[src/crc_consts.svh]
`ifndef CRC_CONSTS_SVH
`define CRC_CONSTS_SVH

// Generator polynomials, top term implied, MSB-first form
`define CRC_POLY_CCITT   32'h0000_1021
`define CRC_POLY_16      32'h0000_8005
`define CRC_POLY_32      32'h04C1_1DB7

// Accumulator width masks
`define CRC_MASK_16      32'h0000_FFFF
`define CRC_MASK_32      32'hFFFF_FFFF

// Accumulator reset value
`define CRC_RESET_SEED   32'h0000_0000

// Top bit of the accumulator per width
`define CRC_TOP_16       15
`define CRC_TOP_32       31

// Data path geometry
`define CRC_DATA_W       32
`define CRC_SIZE_W       2
`define CRC_FIFO_DEPTH   16

// Bytes consumed per write size
`define CRC_BYTES_BYTE   3'h1
`define CRC_BYTES_HALF   3'h2
`define CRC_BYTES_WORD   3'h4

`endif

[src/crc_pkg.sv]
package crc_pkg;

   // Polynomial selection on poly_sel_i
   typedef enum logic [1:0] {
      POLY_CCITT,
      POLY_CRC16,
      POLY_CRC32
   } poly_sel_t;

   // Width of one data write on wr_size_i
   typedef enum logic [1:0] {
      SIZE_BYTE,
      SIZE_HALF,
      SIZE_WORD
   } wsize_t;

endpackage : crc_pkg

[src/crc_fifo.sv]
// Show-ahead FIFO: head word always sits in a register, the rest in an
// array. Total capacity is DEPTH words.
module crc_fifo #(
   parameter int WIDTH = 34,
   parameter int DEPTH = 16
) (
   input  wire logic             clk_i,
   input  wire logic             resetn_i,
   input  wire logic             in_valid_i,
   output logic                  in_ready_o,
   input  wire logic [WIDTH-1:0] in_data_i,
   output logic                  out_valid_o,
   input  wire logic             out_ready_i,
   output logic [WIDTH-1:0]      out_data_o
);
   localparam int PW = $clog2(DEPTH);

   // Power of two keeps pointer wrap free of compare logic
   if (DEPTH < 2 || (1 << PW) != DEPTH || WIDTH < 1) begin : g_bad_geom
      $error("crc_fifo: DEPTH must be a power of two >= 2");
   end

   logic [WIDTH-1:0] mem [DEPTH];
   logic [PW-1:0]    wr_ptr_reg, wr_ptr_next;
   logic [PW-1:0]    rd_ptr_reg, rd_ptr_next;
   logic [PW:0]      cnt_reg, cnt_next;
   logic             head_valid_reg, head_valid_next;
   logic [WIDTH-1:0] head_reg, head_next;
   logic             ready_reg, ready_next;
   logic             push, pop, mem_we;

   // Head refill takes from the array first, else bypasses the input
   always_comb begin
      push            = in_valid_i && ready_reg;
      pop             = head_valid_reg && out_ready_i;
      wr_ptr_next     = wr_ptr_reg;
      rd_ptr_next     = rd_ptr_reg;
      cnt_next        = cnt_reg;
      head_valid_next = head_valid_reg;
      head_next       = head_reg;
      mem_we          = 1'b0;
      if (!head_valid_reg || pop) begin
         if (cnt_reg != '0) begin
            head_next       = mem[rd_ptr_reg];
            head_valid_next = 1'b1;
            rd_ptr_next     = rd_ptr_reg + 1'b1;
            cnt_next        = cnt_next - 1'b1;
            mem_we          = push;
         end else begin
            head_next       = in_data_i;
            head_valid_next = push;
         end
      end else begin
         mem_we = push;
      end
      if (mem_we) begin
         wr_ptr_next = wr_ptr_reg + 1'b1;
         cnt_next    = cnt_next + 1'b1;
      end
      // Full counts the head word too, so the source feels back-pressure
      ready_next = ({1'b0, cnt_next} + {{(PW+1){1'b0}}, head_valid_next})
                   < (PW+2)'(DEPTH);
   end

   // State registers
   always_ff @(posedge clk_i or negedge resetn_i) begin
      if (!resetn_i) begin
         wr_ptr_reg     <= '0;
         rd_ptr_reg     <= '0;
         cnt_reg        <= '0;
         head_valid_reg <= 1'b0;
         head_reg       <= '0;
         ready_reg      <= 1'b1;
      end else begin
         wr_ptr_reg     <= wr_ptr_next;
         rd_ptr_reg     <= rd_ptr_next;
         cnt_reg        <= cnt_next;
         head_valid_reg <= head_valid_next;
         head_reg       <= head_next;
         ready_reg      <= ready_next;
      end
   end

   // Storage array, no reset needed
   always_ff @(posedge clk_i) begin
      if (mem_we)
         mem[wr_ptr_reg] <= in_data_i;
   end

   assign in_ready_o  = ready_reg;
   assign out_valid_o = head_valid_reg;
   assign out_data_o  = head_reg;

endmodule : crc_fifo

[src/crc_engine.sv]
// Notes on behaviour
// (RULE_01) CCITT setting divides by x^16 + x^12 + x^5 + 1.
// (RULE_02) CRC-16 setting divides by x^16 + x^15 + x^2 + 1.
// (RULE_03) CRC-32 setting uses the standard 32-bit generator.
// (RULE_04) Input bytes may be bit-reversed and inverted, each independently.
// (RULE_05) Result may be bit-reversed and inverted on read, each independently.
// (RULE_06) Software loads a seed into the accumulator before a calculation.
// (RULE_07) Processor or DMA writes arrive back to back without software help.
// (RULE_08) A byte write is absorbed in one clock cycle.
// (RULE_09) A halfword write is two bytes over two cycles.
// (RULE_10) A word write is four bytes over four cycles.
// (RULE_11) Writes and result reads stall by ready while bytes are pending; writes stall here only once the FIFO is full.
// (RULE_12) Seed load resets accumulator at once; bytes consumed LSB first.
`include "crc_consts.svh"

module crc_engine
   import crc_pkg::*;
#(
   parameter int FIFO_DEPTH = `CRC_FIFO_DEPTH
) (
   input  wire logic        clk_i,
   input  wire logic        resetn_i,
   // Configuration
   input  wire logic [1:0]  poly_sel_i,
   input  wire logic        in_rev_i,
   input  wire logic        in_inv_i,
   input  wire logic        out_rev_i,
   input  wire logic        out_inv_i,
   input  wire logic [31:0] seed_i,
   input  wire logic        seed_load_i,
   // Data writes
   input  wire logic        wr_valid_i,
   output logic             wr_ready_o,
   input  wire logic [31:0] wr_data_i,
   input  wire logic [1:0]  wr_size_i,
   // Result reads
   input  wire logic        rd_req_i,
   output logic             rd_ready_o,
   output logic [31:0]      result_o,
   output logic             result_valid_o,
   output logic             busy_o
);
   localparam int FW = `CRC_SIZE_W + `CRC_DATA_W;

   // Fewer than two words would serialise every DMA burst
   if (FIFO_DEPTH < 2) begin : g_bad_depth
      $error("crc_engine: FIFO_DEPTH must be at least 2");
   end

   // Bit reversal of one byte
   function automatic logic [7:0] rev8(input logic [7:0] b);
      logic [7:0] r;
      r = '0;
      for (int i = 0; i < 8; i++)
         r[i] = b[7-i];
      return r;
   endfunction : rev8

   // Bit reversal of a full word
   function automatic logic [31:0] rev32(input logic [31:0] w);
      logic [31:0] r;
      r = '0;
      for (int i = 0; i < 32; i++)
         r[i] = w[31-i];
      return r;
   endfunction : rev32

   // Generator value of the selected setting
   function automatic logic [31:0] poly_of(input poly_sel_t p);
      logic [31:0] g;
      g = `CRC_POLY_32;                                // RULE_03
      case (p)
         POLY_CCITT: g = `CRC_POLY_CCITT;              // RULE_01
         POLY_CRC16: g = `CRC_POLY_16;                 // RULE_02
         default:    g = `CRC_POLY_32;                 // RULE_03
      endcase
      return g;
   endfunction : poly_of

   // Width mask of the selected setting
   function automatic logic [31:0] mask_of(input poly_sel_t p);
      logic [31:0] m;
      m = (p == POLY_CCITT || p == POLY_CRC16) ? `CRC_MASK_16
                                                : `CRC_MASK_32;
      return m;
   endfunction : mask_of

   // One byte through the divider, MSB first, eight shifts unrolled
   function automatic logic [31:0] crc_step(input logic [31:0] c,
                                            input logic [7:0]  d,
                                            input poly_sel_t   p);
      logic [31:0] r;
      logic [31:0] g;
      logic        fb;
      r  = c;
      g  = poly_of(p);
      fb = 1'b0;
      for (int i = 7; i >= 0; i--) begin
         fb = d[i] ^ ((p == POLY_CRC32) ? r[`CRC_TOP_32] : r[`CRC_TOP_16]);
         r  = {r[30:0], 1'b0} ^ (fb ? g : 32'h0000_0000);
      end
      return r & mask_of(p);
   endfunction : crc_step

   // Byte counts per write size; an undefined size code acts as a word
   function automatic logic [2:0] bytes_of(input logic [1:0] s);
      logic [2:0] n;
      case (s)
         SIZE_BYTE: n = `CRC_BYTES_BYTE;               // RULE_08
         SIZE_HALF: n = `CRC_BYTES_HALF;               // RULE_09
         default:   n = `CRC_BYTES_WORD;               // RULE_10
      endcase
      return n;
   endfunction : bytes_of

   poly_sel_t       poly;
   logic            f_valid;
   logic            f_ready;
   logic [FW-1:0]   f_data;
   logic            f_in_ready;

   logic [31:0]     crc_reg, crc_next;
   logic [31:0]     word_reg, word_next;
   logic [2:0]      cnt_reg, cnt_next;
   logic            rd_ready_reg, rd_ready_next;
   logic [31:0]     result_reg, result_next;
   logic            rvalid_reg, rvalid_next;
   logic            busy_reg, busy_next;

   logic            proc_en;
   logic [7:0]      byte_eff;
   logic [31:0]     sum_view;

   // Undefined selector code falls back to the 32-bit setting
   assign poly = (poly_sel_i == 2'h3) ? POLY_CRC32 : poly_sel_t'(poly_sel_i);

   // Writes queue here so DMA bursts wait on the divider only once the FIFO is full
   crc_fifo #(
      .WIDTH (FW),
      .DEPTH (FIFO_DEPTH)
   ) u_fifo (
      .clk_i       (clk_i),
      .resetn_i    (resetn_i),
      .in_valid_i  (wr_valid_i),
      .in_ready_o  (f_in_ready),
      .in_data_i   ({wr_size_i, wr_data_i}),
      .out_valid_o (f_valid),
      .out_ready_i (f_ready),
      .out_data_o  (f_data)
   );

   // Write ready is the FIFO's registered room flag
   assign wr_ready_o = f_in_ready;                     // RULE_07

   // Current byte after the input options
   always_comb begin
      byte_eff = word_reg[7:0];
      if (in_rev_i)
         byte_eff = rev8(byte_eff);                    // RULE_04
      if (in_inv_i)
         byte_eff = ~byte_eff;                         // RULE_04
   end

   // Accumulator as presented to the reader
   always_comb begin
      sum_view = crc_reg & mask_of(poly);
      if (out_rev_i) begin
         sum_view = rev32(sum_view);                   // RULE_05
         if (poly != POLY_CRC32)
            sum_view = sum_view >> 16;
      end
      if (out_inv_i)
         sum_view = sum_view ^ mask_of(poly);          // RULE_05
   end

   // Byte engine: a seed load wins the cycle and holds the byte stream,
   // so no pending byte is dropped; the next word is taken while the last
   // byte of the current one is processed, giving one byte every cycle.
   always_comb begin
      crc_next  = crc_reg;
      word_next = word_reg;
      cnt_next  = cnt_reg;
      proc_en   = 1'b0;
      f_ready   = 1'b0;
      if (seed_load_i) begin
         crc_next = seed_i & mask_of(poly);            // RULE_06 RULE_12
      end else begin
         if (cnt_reg != 3'h0) begin
            proc_en   = 1'b1;
            crc_next  = crc_step(crc_reg, byte_eff, poly);
            word_next = {8'h00, word_reg[31:8]};       // RULE_12
            cnt_next  = cnt_reg - 3'h1;
         end
         // Refill only once the current word is on its last byte or none is left
         f_ready = (cnt_reg <= 3'h1);                  // RULE_11
         if (f_ready && f_valid) begin
            word_next = f_data[31:0];
            cnt_next  = bytes_of(f_data[FW-1:32]);     // RULE_08 RULE_09 RULE_10
         end
      end
   end

   // Read side: answers only when nothing is queued or in flight
   always_comb begin
      rd_ready_next = (cnt_next == 3'h0) && !f_valid &&
                      !(wr_valid_i && f_in_ready) && !seed_load_i; // RULE_11
      busy_next     = (cnt_next != 3'h0) || f_valid ||
                      (wr_valid_i && f_in_ready);
      rvalid_next   = rd_req_i && rd_ready_reg;
      result_next   = result_reg;
      if (rd_req_i && rd_ready_reg)
         result_next = sum_view;                       // RULE_05
   end

   // State registers
   always_ff @(posedge clk_i or negedge resetn_i) begin
      if (!resetn_i) begin
         crc_reg      <= `CRC_RESET_SEED;
         word_reg     <= 32'h0000_0000;
         cnt_reg      <= 3'h0;
         rd_ready_reg <= 1'b0;
         result_reg   <= 32'h0000_0000;
         rvalid_reg   <= 1'b0;
         busy_reg     <= 1'b0;
      end else begin
         crc_reg      <= crc_next;
         word_reg     <= word_next;
         cnt_reg      <= cnt_next;
         rd_ready_reg <= rd_ready_next;
         result_reg   <= result_next;
         rvalid_reg   <= rvalid_next;
         busy_reg     <= busy_next;
      end
   end

   assign rd_ready_o     = rd_ready_reg;
   assign result_o       = result_reg;
   assign result_valid_o = rvalid_reg;
   assign busy_o         = busy_reg;
endmodule : crc_engine

[config.mk]
export PLATFORM = sky130hd
export DESIGN_NAME = crc_engine
export DESIGN_NICKNAME = d
export VERILOG_FILES = /design/src/crc_pkg.sv /design/src/crc_fifo.sv /design/src/crc_engine.sv
export VERILOG_INCLUDE_DIRS = /design/src
export SDC_FILE = /design/constraint.sdc
export NUM_CORES = 1
export LEC_CHECK = 0
export BUFFER_PORTS_ARGS = -buffer_cell sky130_fd_sc_hd__buf_2
export CAP_MARGIN = 10
export CORE_ASPECT_RATIO = 1.25
export CORE_UTILIZATION = 42
export CTS_BUF_LIST = sky130_fd_sc_hd__clkbuf_8 sky130_fd_sc_hd__clkbuf_16
export DETAILED_ROUTE_END_ITERATION = 6
export MAX_ROUTING_LAYER = met4
export PLACE_DENSITY = 0.55
export SLEW_MARGIN = 0
export SYNTH_ARGS = -nofsm -noshare
export SYNTH_HDL_FRONTEND = slang
export SYNTH_SLANG_ARGS = --single-unit
[constraint.sdc]
create_clock -name clk_i -period 10.8 [get_ports clk_i]
set_clock_uncertainty 0.15 [all_clocks]
set_input_delay 0 -clock clk_i [delete_from_list [all_inputs] [get_ports clk_i]]
set_output_delay 0 -clock clk_i [all_outputs]
set_load 0.01 [all_outputs]
* Word-level counts from Yosys, hierarchy flattened *
Memory sizes are Yosys's and may differ from the RTL's.
Index checks and enable logic that the tools add are counted.

word-level totals
  output and inout port bits = 36
  register bits after elaboration = 151
  bits in writable memories = 544
  memories kept = 1

operators by class
  magnitude comparators = 2
  muxes and demuxes = 45
  reductions and logical operators = 24
  bitwise operators = 22
  add/sub/neg operators = 6
  equality and inequality tests = 5

memory list
  memory      depth  width  read ports  clocked after memory_dff  wr ports  RTL line        RTL
  u_fifo.mem  16     34     1           0                         1         crc_fifo.sv:23  logic [WIDTH-1:0] mem [DEPTH];

operator list
  kind                                                         count
  2-to-1 mux 32 bit                                            18
  bitwise XOR 32 bit                                           9
  AND 32 bit                                                   3
  case mux 27 bit (2 select lines)                             1
  2-to-1 mux 34 bit                                            1
  2-to-1 mux 8 bit                                             2
  2-to-1 mux 1 bit                                             15
  2-to-1 mux 5 bit                                             3
  2-to-1 mux 3 bit                                             3
  adder 4 x 1 -> 4 bit (second input constant)                 2
  inverter 8 bit                                               1
  bitwise XOR 1 bit                                            8
  logical AND 1 bit                                            7
  adder 5 x 1 -> 6 bit                                         1
  less-than comparator 6 x 5 -> 1 bit (second input constant)  1
  case mux 3 bit (2 select lines)                              1
  nonzero test 3 bit                                           2
  adder 5 x 1 -> 5 bit (second input constant)                 1
  nonzero test 5 bit                                           1
  subtractor 5 x 1 -> 5 bit (second input constant)            1
  == test 2 x 1 -> 1 bit (second input constant)               2
  == test 2 bit (second input constant)                        2
  logical NOT 2 bit                                            2
  logical OR 1 bit                                             4
  9 further kinds                                              13

* Logic depth before layout (Yosys ltp) *
  depth in word-level cells = 39
  mapped depth = 15
  mapped depth without buffers = 14

* Modules after synthesis *
Synthesis repeated with hierarchy kept, for this count alone.

unflattened totals
  cell total of the unflattened synthesis = 1878
  area total of the unflattened synthesis = 30001.3 µm²

by module, submodules not included
  module      sequential area each (µm²)  instances  area an instance (µm²)  cells an instance
  crc_fifo    17563.1                     1          22703.0                 1095
  crc_engine  2552.4                      1          7298.2                  783

* Least setup slack after synthesis *
No wires, ideal clock.

  path kind = register to register
  from = reg crc_reg[15]
  to = reg crc_reg[12]
  cell stages (with the launch flop) = 12
  period minus slack after synthesis = 3405 ps
  data arrival time = 3130 ps
  slack = 7395 ps
  library setup time = 125 ps
  required time = 10525 ps
  buffers on the path = 1
  path through = dfrtp_1 > clkbuf_1 > xor3_1 > o21a_1 > o31ai_1 > xnor3_1 > xnor3_1 > xnor2_1 > a22oi_1 > xnor2_1 > o21ai_0 > mux2_2

between the ends
  longest elaborated chain between the ends = 35

ends and longest elaborated chain
  what                      RTL line           RTL
  start: declaration        crc_engine.sv:122  logic [31:0] crc_reg, crc_next;
  start signal: assignment  crc_engine.sv:218  crc_reg <= `CRC_RESET_SEED;
  start signal: assignment  crc_engine.sv:226  crc_reg <= crc_next;
  2-to-1 mux 1 bit *        crc_engine.sv:99   fb = d[i] ^ ((p == POLY_CRC32) ? r[`CRC_TOP_32] : r[`CRC_TOP_16]);
  bitwise XOR 1 bit *       crc_engine.sv:99
  2-to-1 mux 32 bit *       crc_engine.sv:100  r = {r[30:0], 1'b0} ^ (fb ? g : 32'h0000_0000);
  bitwise XOR 32 bit *      crc_engine.sv:100
  2-to-1 mux 1 bit          crc_engine.sv:99
  bitwise XOR 1 bit         crc_engine.sv:99
  2-to-1 mux 32 bit         crc_engine.sv:100
  bitwise XOR 32 bit *      crc_engine.sv:100
  [... 19 more ...]         --
  bitwise XOR 32 bit *      crc_engine.sv:100
  2-to-1 mux 1 bit          crc_engine.sv:99
  bitwise XOR 1 bit         crc_engine.sv:99
  2-to-1 mux 32 bit         crc_engine.sv:100
  bitwise XOR 32 bit *      crc_engine.sv:100
  AND 32 bit *              crc_engine.sv:102  return r & mask_of(p);
  2-to-1 mux 32 bit *       crc_engine.sv:188  if (cnt_reg != 3'h0) begin
  2-to-1 mux 32 bit *       crc_engine.sv:185  if (seed_load_i) begin

Mark *: on every way between the ends. The rest lies on a longest branch, timed or not. The select of a mux whose other input is x is not followed.
A chain may end at the register's enable or synchronous reset.

* Worst setup path in the final report *
  from = reg word_reg[7]
  to = reg crc_reg[12]

between the ends
  longest elaborated chain between the ends = 37

ends and longest elaborated chain
  what                      RTL line           RTL
  start: declaration        crc_engine.sv:123  logic [31:0] word_reg, word_next;
  start signal: assignment  crc_engine.sv:227  word_reg <= word_next;
  2-to-1 mux 8 bit *        crc_engine.sv:158  if (in_rev_i)
  inverter 8 bit            crc_engine.sv:161  byte_eff = ~byte_eff;
  2-to-1 mux 8 bit *        crc_engine.sv:160  if (in_inv_i)
  bitwise XOR 1 bit         crc_engine.sv:99
  2-to-1 mux 32 bit         crc_engine.sv:100
  bitwise XOR 32 bit        crc_engine.sv:100
  2-to-1 mux 1 bit          crc_engine.sv:99
  bitwise XOR 1 bit         crc_engine.sv:99
  [... 21 more ...]         --
  bitwise XOR 32 bit        crc_engine.sv:100
  2-to-1 mux 1 bit          crc_engine.sv:99
  bitwise XOR 1 bit         crc_engine.sv:99
  2-to-1 mux 32 bit         crc_engine.sv:100
  bitwise XOR 32 bit *      crc_engine.sv:100
  AND 32 bit *              crc_engine.sv:102
  2-to-1 mux 32 bit *       crc_engine.sv:188
  2-to-1 mux 32 bit *       crc_engine.sv:185

Marks and branches as above.

==> qor.csv <==
metric,value,unit
via count,16670,
HPWL Detailed,44.2,mm
GPL Wtd Cong,0.880,
TritonCTS clock tree,yes,
Reg2Reg Setup Slack,6.22,ns
final hold vios,0,
max-cap viol count,0,
CP Launch Type,flip-flop,
cell area after synthesis,30000,um2
synth top area cells,"edfxtp_1 (54%), dfrtp_1 (12%), mux4_2 (10%)",
reg2reg start,word_reg[7]$_DFFE_PN0P_,
input/output buffers,112,
chip height,301,um
Placement Setup Slack,6.25,ns
Final period util,42.4,%
Biggest register,u_fifo.mem,
Switching Share,35.8,%
pin count of the biggest net entering global routing,85,
Synth cell types,58,
CTS Sinks,695,
Leakage,12.6,nW
initial core utilization,42.4,%
RSZ-0062 raised after global routing,no,
antenna violations before repair,0,
die area,72600,um2
max reg flops,544,
DRC,0,
"Design Area, Final",35200,um2
Worst VDD drop,0.201,mV
Final Core Density,49.8,%
path category of the worst min-delay check,input pin to flip-flop,
setup TNS,0,ns
leading area contributor after synthesis,edfxtp_1,
clk slew on worst S/H paths,0.06,ns
Mapped Nets,1954,
H-tree levels,3,
Crit Path Max Fanout,9,
final wirelength,74.9,mm
P_int,7.03,mW
synth warn,0,
DR pass1 iterations,5,
worst-case hold path end point,crc_reg[0]$_DFFE_PN0P_,
post-synthesis async set-or-reset flop share,21.7,%
synthesis-stage register bit count,695,
Hold Path Cell Cnt,5,
R2R cell count,11,
pwr/cell area,310,nW/um2
Total GRT Usage,21.7,%
Layout area overhead,17.4,%
sequential cell area fraction in the yosys report,67.0,%
clk root buf,clkbuf_16,
Reg power frac,33.8,%
Hold Path Origin,poly_sel_i[0],
Crit. End Element,flip-flop,
vias in the first global route,17477,
Worst Max-Slew Pin Slew,1.26,ns
Core Area,70800,um2
main flop type after synthesis,edfxtp_1,
GRT overflow,0,
initial drt markers,1053,
FP Rows,109,
ant diodes,0,
Setup WS post-layout,6.22,ns
# setup viols final,0,
cells after synthesis,1867,
Combinational Power Share,43.2,%
placed inst area,31600,um2
"Slew Viols, Final",0,
critical path arrival,4.92,ns
Routed WL per cell,24.3,um
worst skew pair latency,0.61,ns
Final ANT Viol Nets,0,
Final nets,2164,
highest clock rate,218,MHz
Slew HR,15.9,%
CTS max path bufs,3,
most frequent cells in the layout,"edfxtp_1 (544), dfrtp_1 (146), mux4_2 (136)",
synthesized area per cell,16.1,um2
fraction of layout cells with a size suffix above 1,20.5,%
Reg-to-Reg End,crc_reg[12]$_DFFE_PN0P_,
Setup CP Type,flip-flop to flip-flop,
TritonCTS Buffers,73,
"commonest non-fill, non-tap cell in the layout",edfxtp_1,
Clk pwr share,23.0,%
io pins,113,
post-synth top area share,54.4,%
Die Wd,241,um
Post-CTS Setup Inserts,0,
first-pass GRT wire length,112,mm
P_sw,3.91,mW
status,"complete, no violations",
Tmin final,4.58,ns
vias per cell,5.41,
critical path required time,11.14,ns
number of synthesized flops with an enable pin,544,
fill count,5967,
[what timing repair did]
action	in CTS	in global routing
hold buffers	121	0
resized for setup	0	0
endpoints found under the hold margin	742	0
[power by group through the flow]
stage | Combinational, mW | Clock [mW] | Sequential [mW]
after floorplan | 3.60 | 0 | 3.48
after CTS | 4.78 | 2.57 | 3.71
after detailed placement | 4.55 | 0 | 3.76
final | 4.73 | 2.51 | 3.70
after global routing | 5.14 | 2.66 | 3.73
after global placement | 4.54 | 0 | 3.75
[cells in the mapped netlist (6+ instances only)]
cell      count
buf_1        20
clkbuf_1    104
inv_1        19
xnor2_1     117
nand3_1       6
nor2b_1      38
edfxtp_1    544
mux2_2        7
a22o_1       24
and2_1       21
mux4_2      136
nand2b_1      9
nor3_1       17
nor2_1       46
a22oi_1      17
nand2_1     129
o21ai_0     110
ha_1         10
xor2_1       39
mux2i_1      99
a21oi_1      71
dfrtp_1     150
a211oi_1     70
[per-layer routing]
layer / vias to the layer above / global-route usage (%) / part of all wire (%)
met1: 8605 / 27.2 / 42
met5: - / - / 0
met2: 383 / 36.2 / 51
met4: 0 / 6.93 / 2.7
li1: 7576 / - / -
met3: 106 / 3.12 / 4.2
[final cells by class]
type                    instances  area [um2]  share of cell area, %
clock inverters                56         479                   1.36
flip-flops and latches        695       20100                   57.1
repair buffers                262        2080                   5.89
clock buffers                  78        1920                   5.44
well taps                     943        1180                   3.35
inverters                      19        71.3                  0.202
multi-input cells            1026        9400                   26.7
[worst max-delay path: stages (launching register included)]
cell           delay, ns
dfrtp_1             0.43
mux2i_4             0.30
xor2_1              0.39
xnor2_4             0.26
xor2_1              0.80
xnor3_1             0.61
xnor2_1             0.15
a22oi_1             0.27
xnor2_1             0.15
o21ai_0             0.10
mux2_2              0.27
dlygate4sd3_1       0.55
[cells by family after synthesis]
family	count (synthesis)	share of synthesized area, %
AO/OA/AOI/OAI	320	6.74
buffers and inverters	146	1.86
multiplexers	246	14.0
XOR/XNOR	172	5.69
flip-flops	695	67.0
adder cells (fa/ha/maj)	10	0.417
AND/OR/NAND/NOR	278	4.28
[worst max-delay path by stage]
stage                                 from                          end  slack (ns)  cells after the start
3_5_place_dp   u_fifo.cnt_reg[0]$_DFF_PN0_  u_fifo.mem[2][24]$_DFFE_PP_        6.25                      8
6_report           word_reg[7]$_DFFE_PN0P_      crc_reg[12]$_DFFE_PN0P_        6.22                     11
5_1_grt        u_fifo.cnt_reg[0]$_DFF_PN0_   u_fifo.mem[3][4]$_DFFE_PP_        5.99                      8
2_1_floorplan      crc_reg[15]$_DFFE_PN0P_      crc_reg[12]$_DFFE_PN0P_        7.39                     11
4_1_cts            word_reg[7]$_DFFE_PN0P_      crc_reg[12]$_DFFE_PN0P_        6.21                     11
3_3_place_gp   u_fifo.cnt_reg[0]$_DFF_PN0_  u_fifo.mem[1][19]$_DFFE_PP_        6.32                      8
[through the flow]
stage / hold slack [ns] / std cells / total power [mW]
floorplan: -0.446 / 1867 / 7.08
global route: 0.116 / 3079 / 11.5
finish: 0.0874 / 3079 / 10.9
detailed placement: -0.000761 / 2823 / 8.31
CTS: 0.0663 / 3078 / 11.1
global placement: -0.00667 / 2819 / 8.28
No activity file was read; power rests on OpenSTA's default activity.
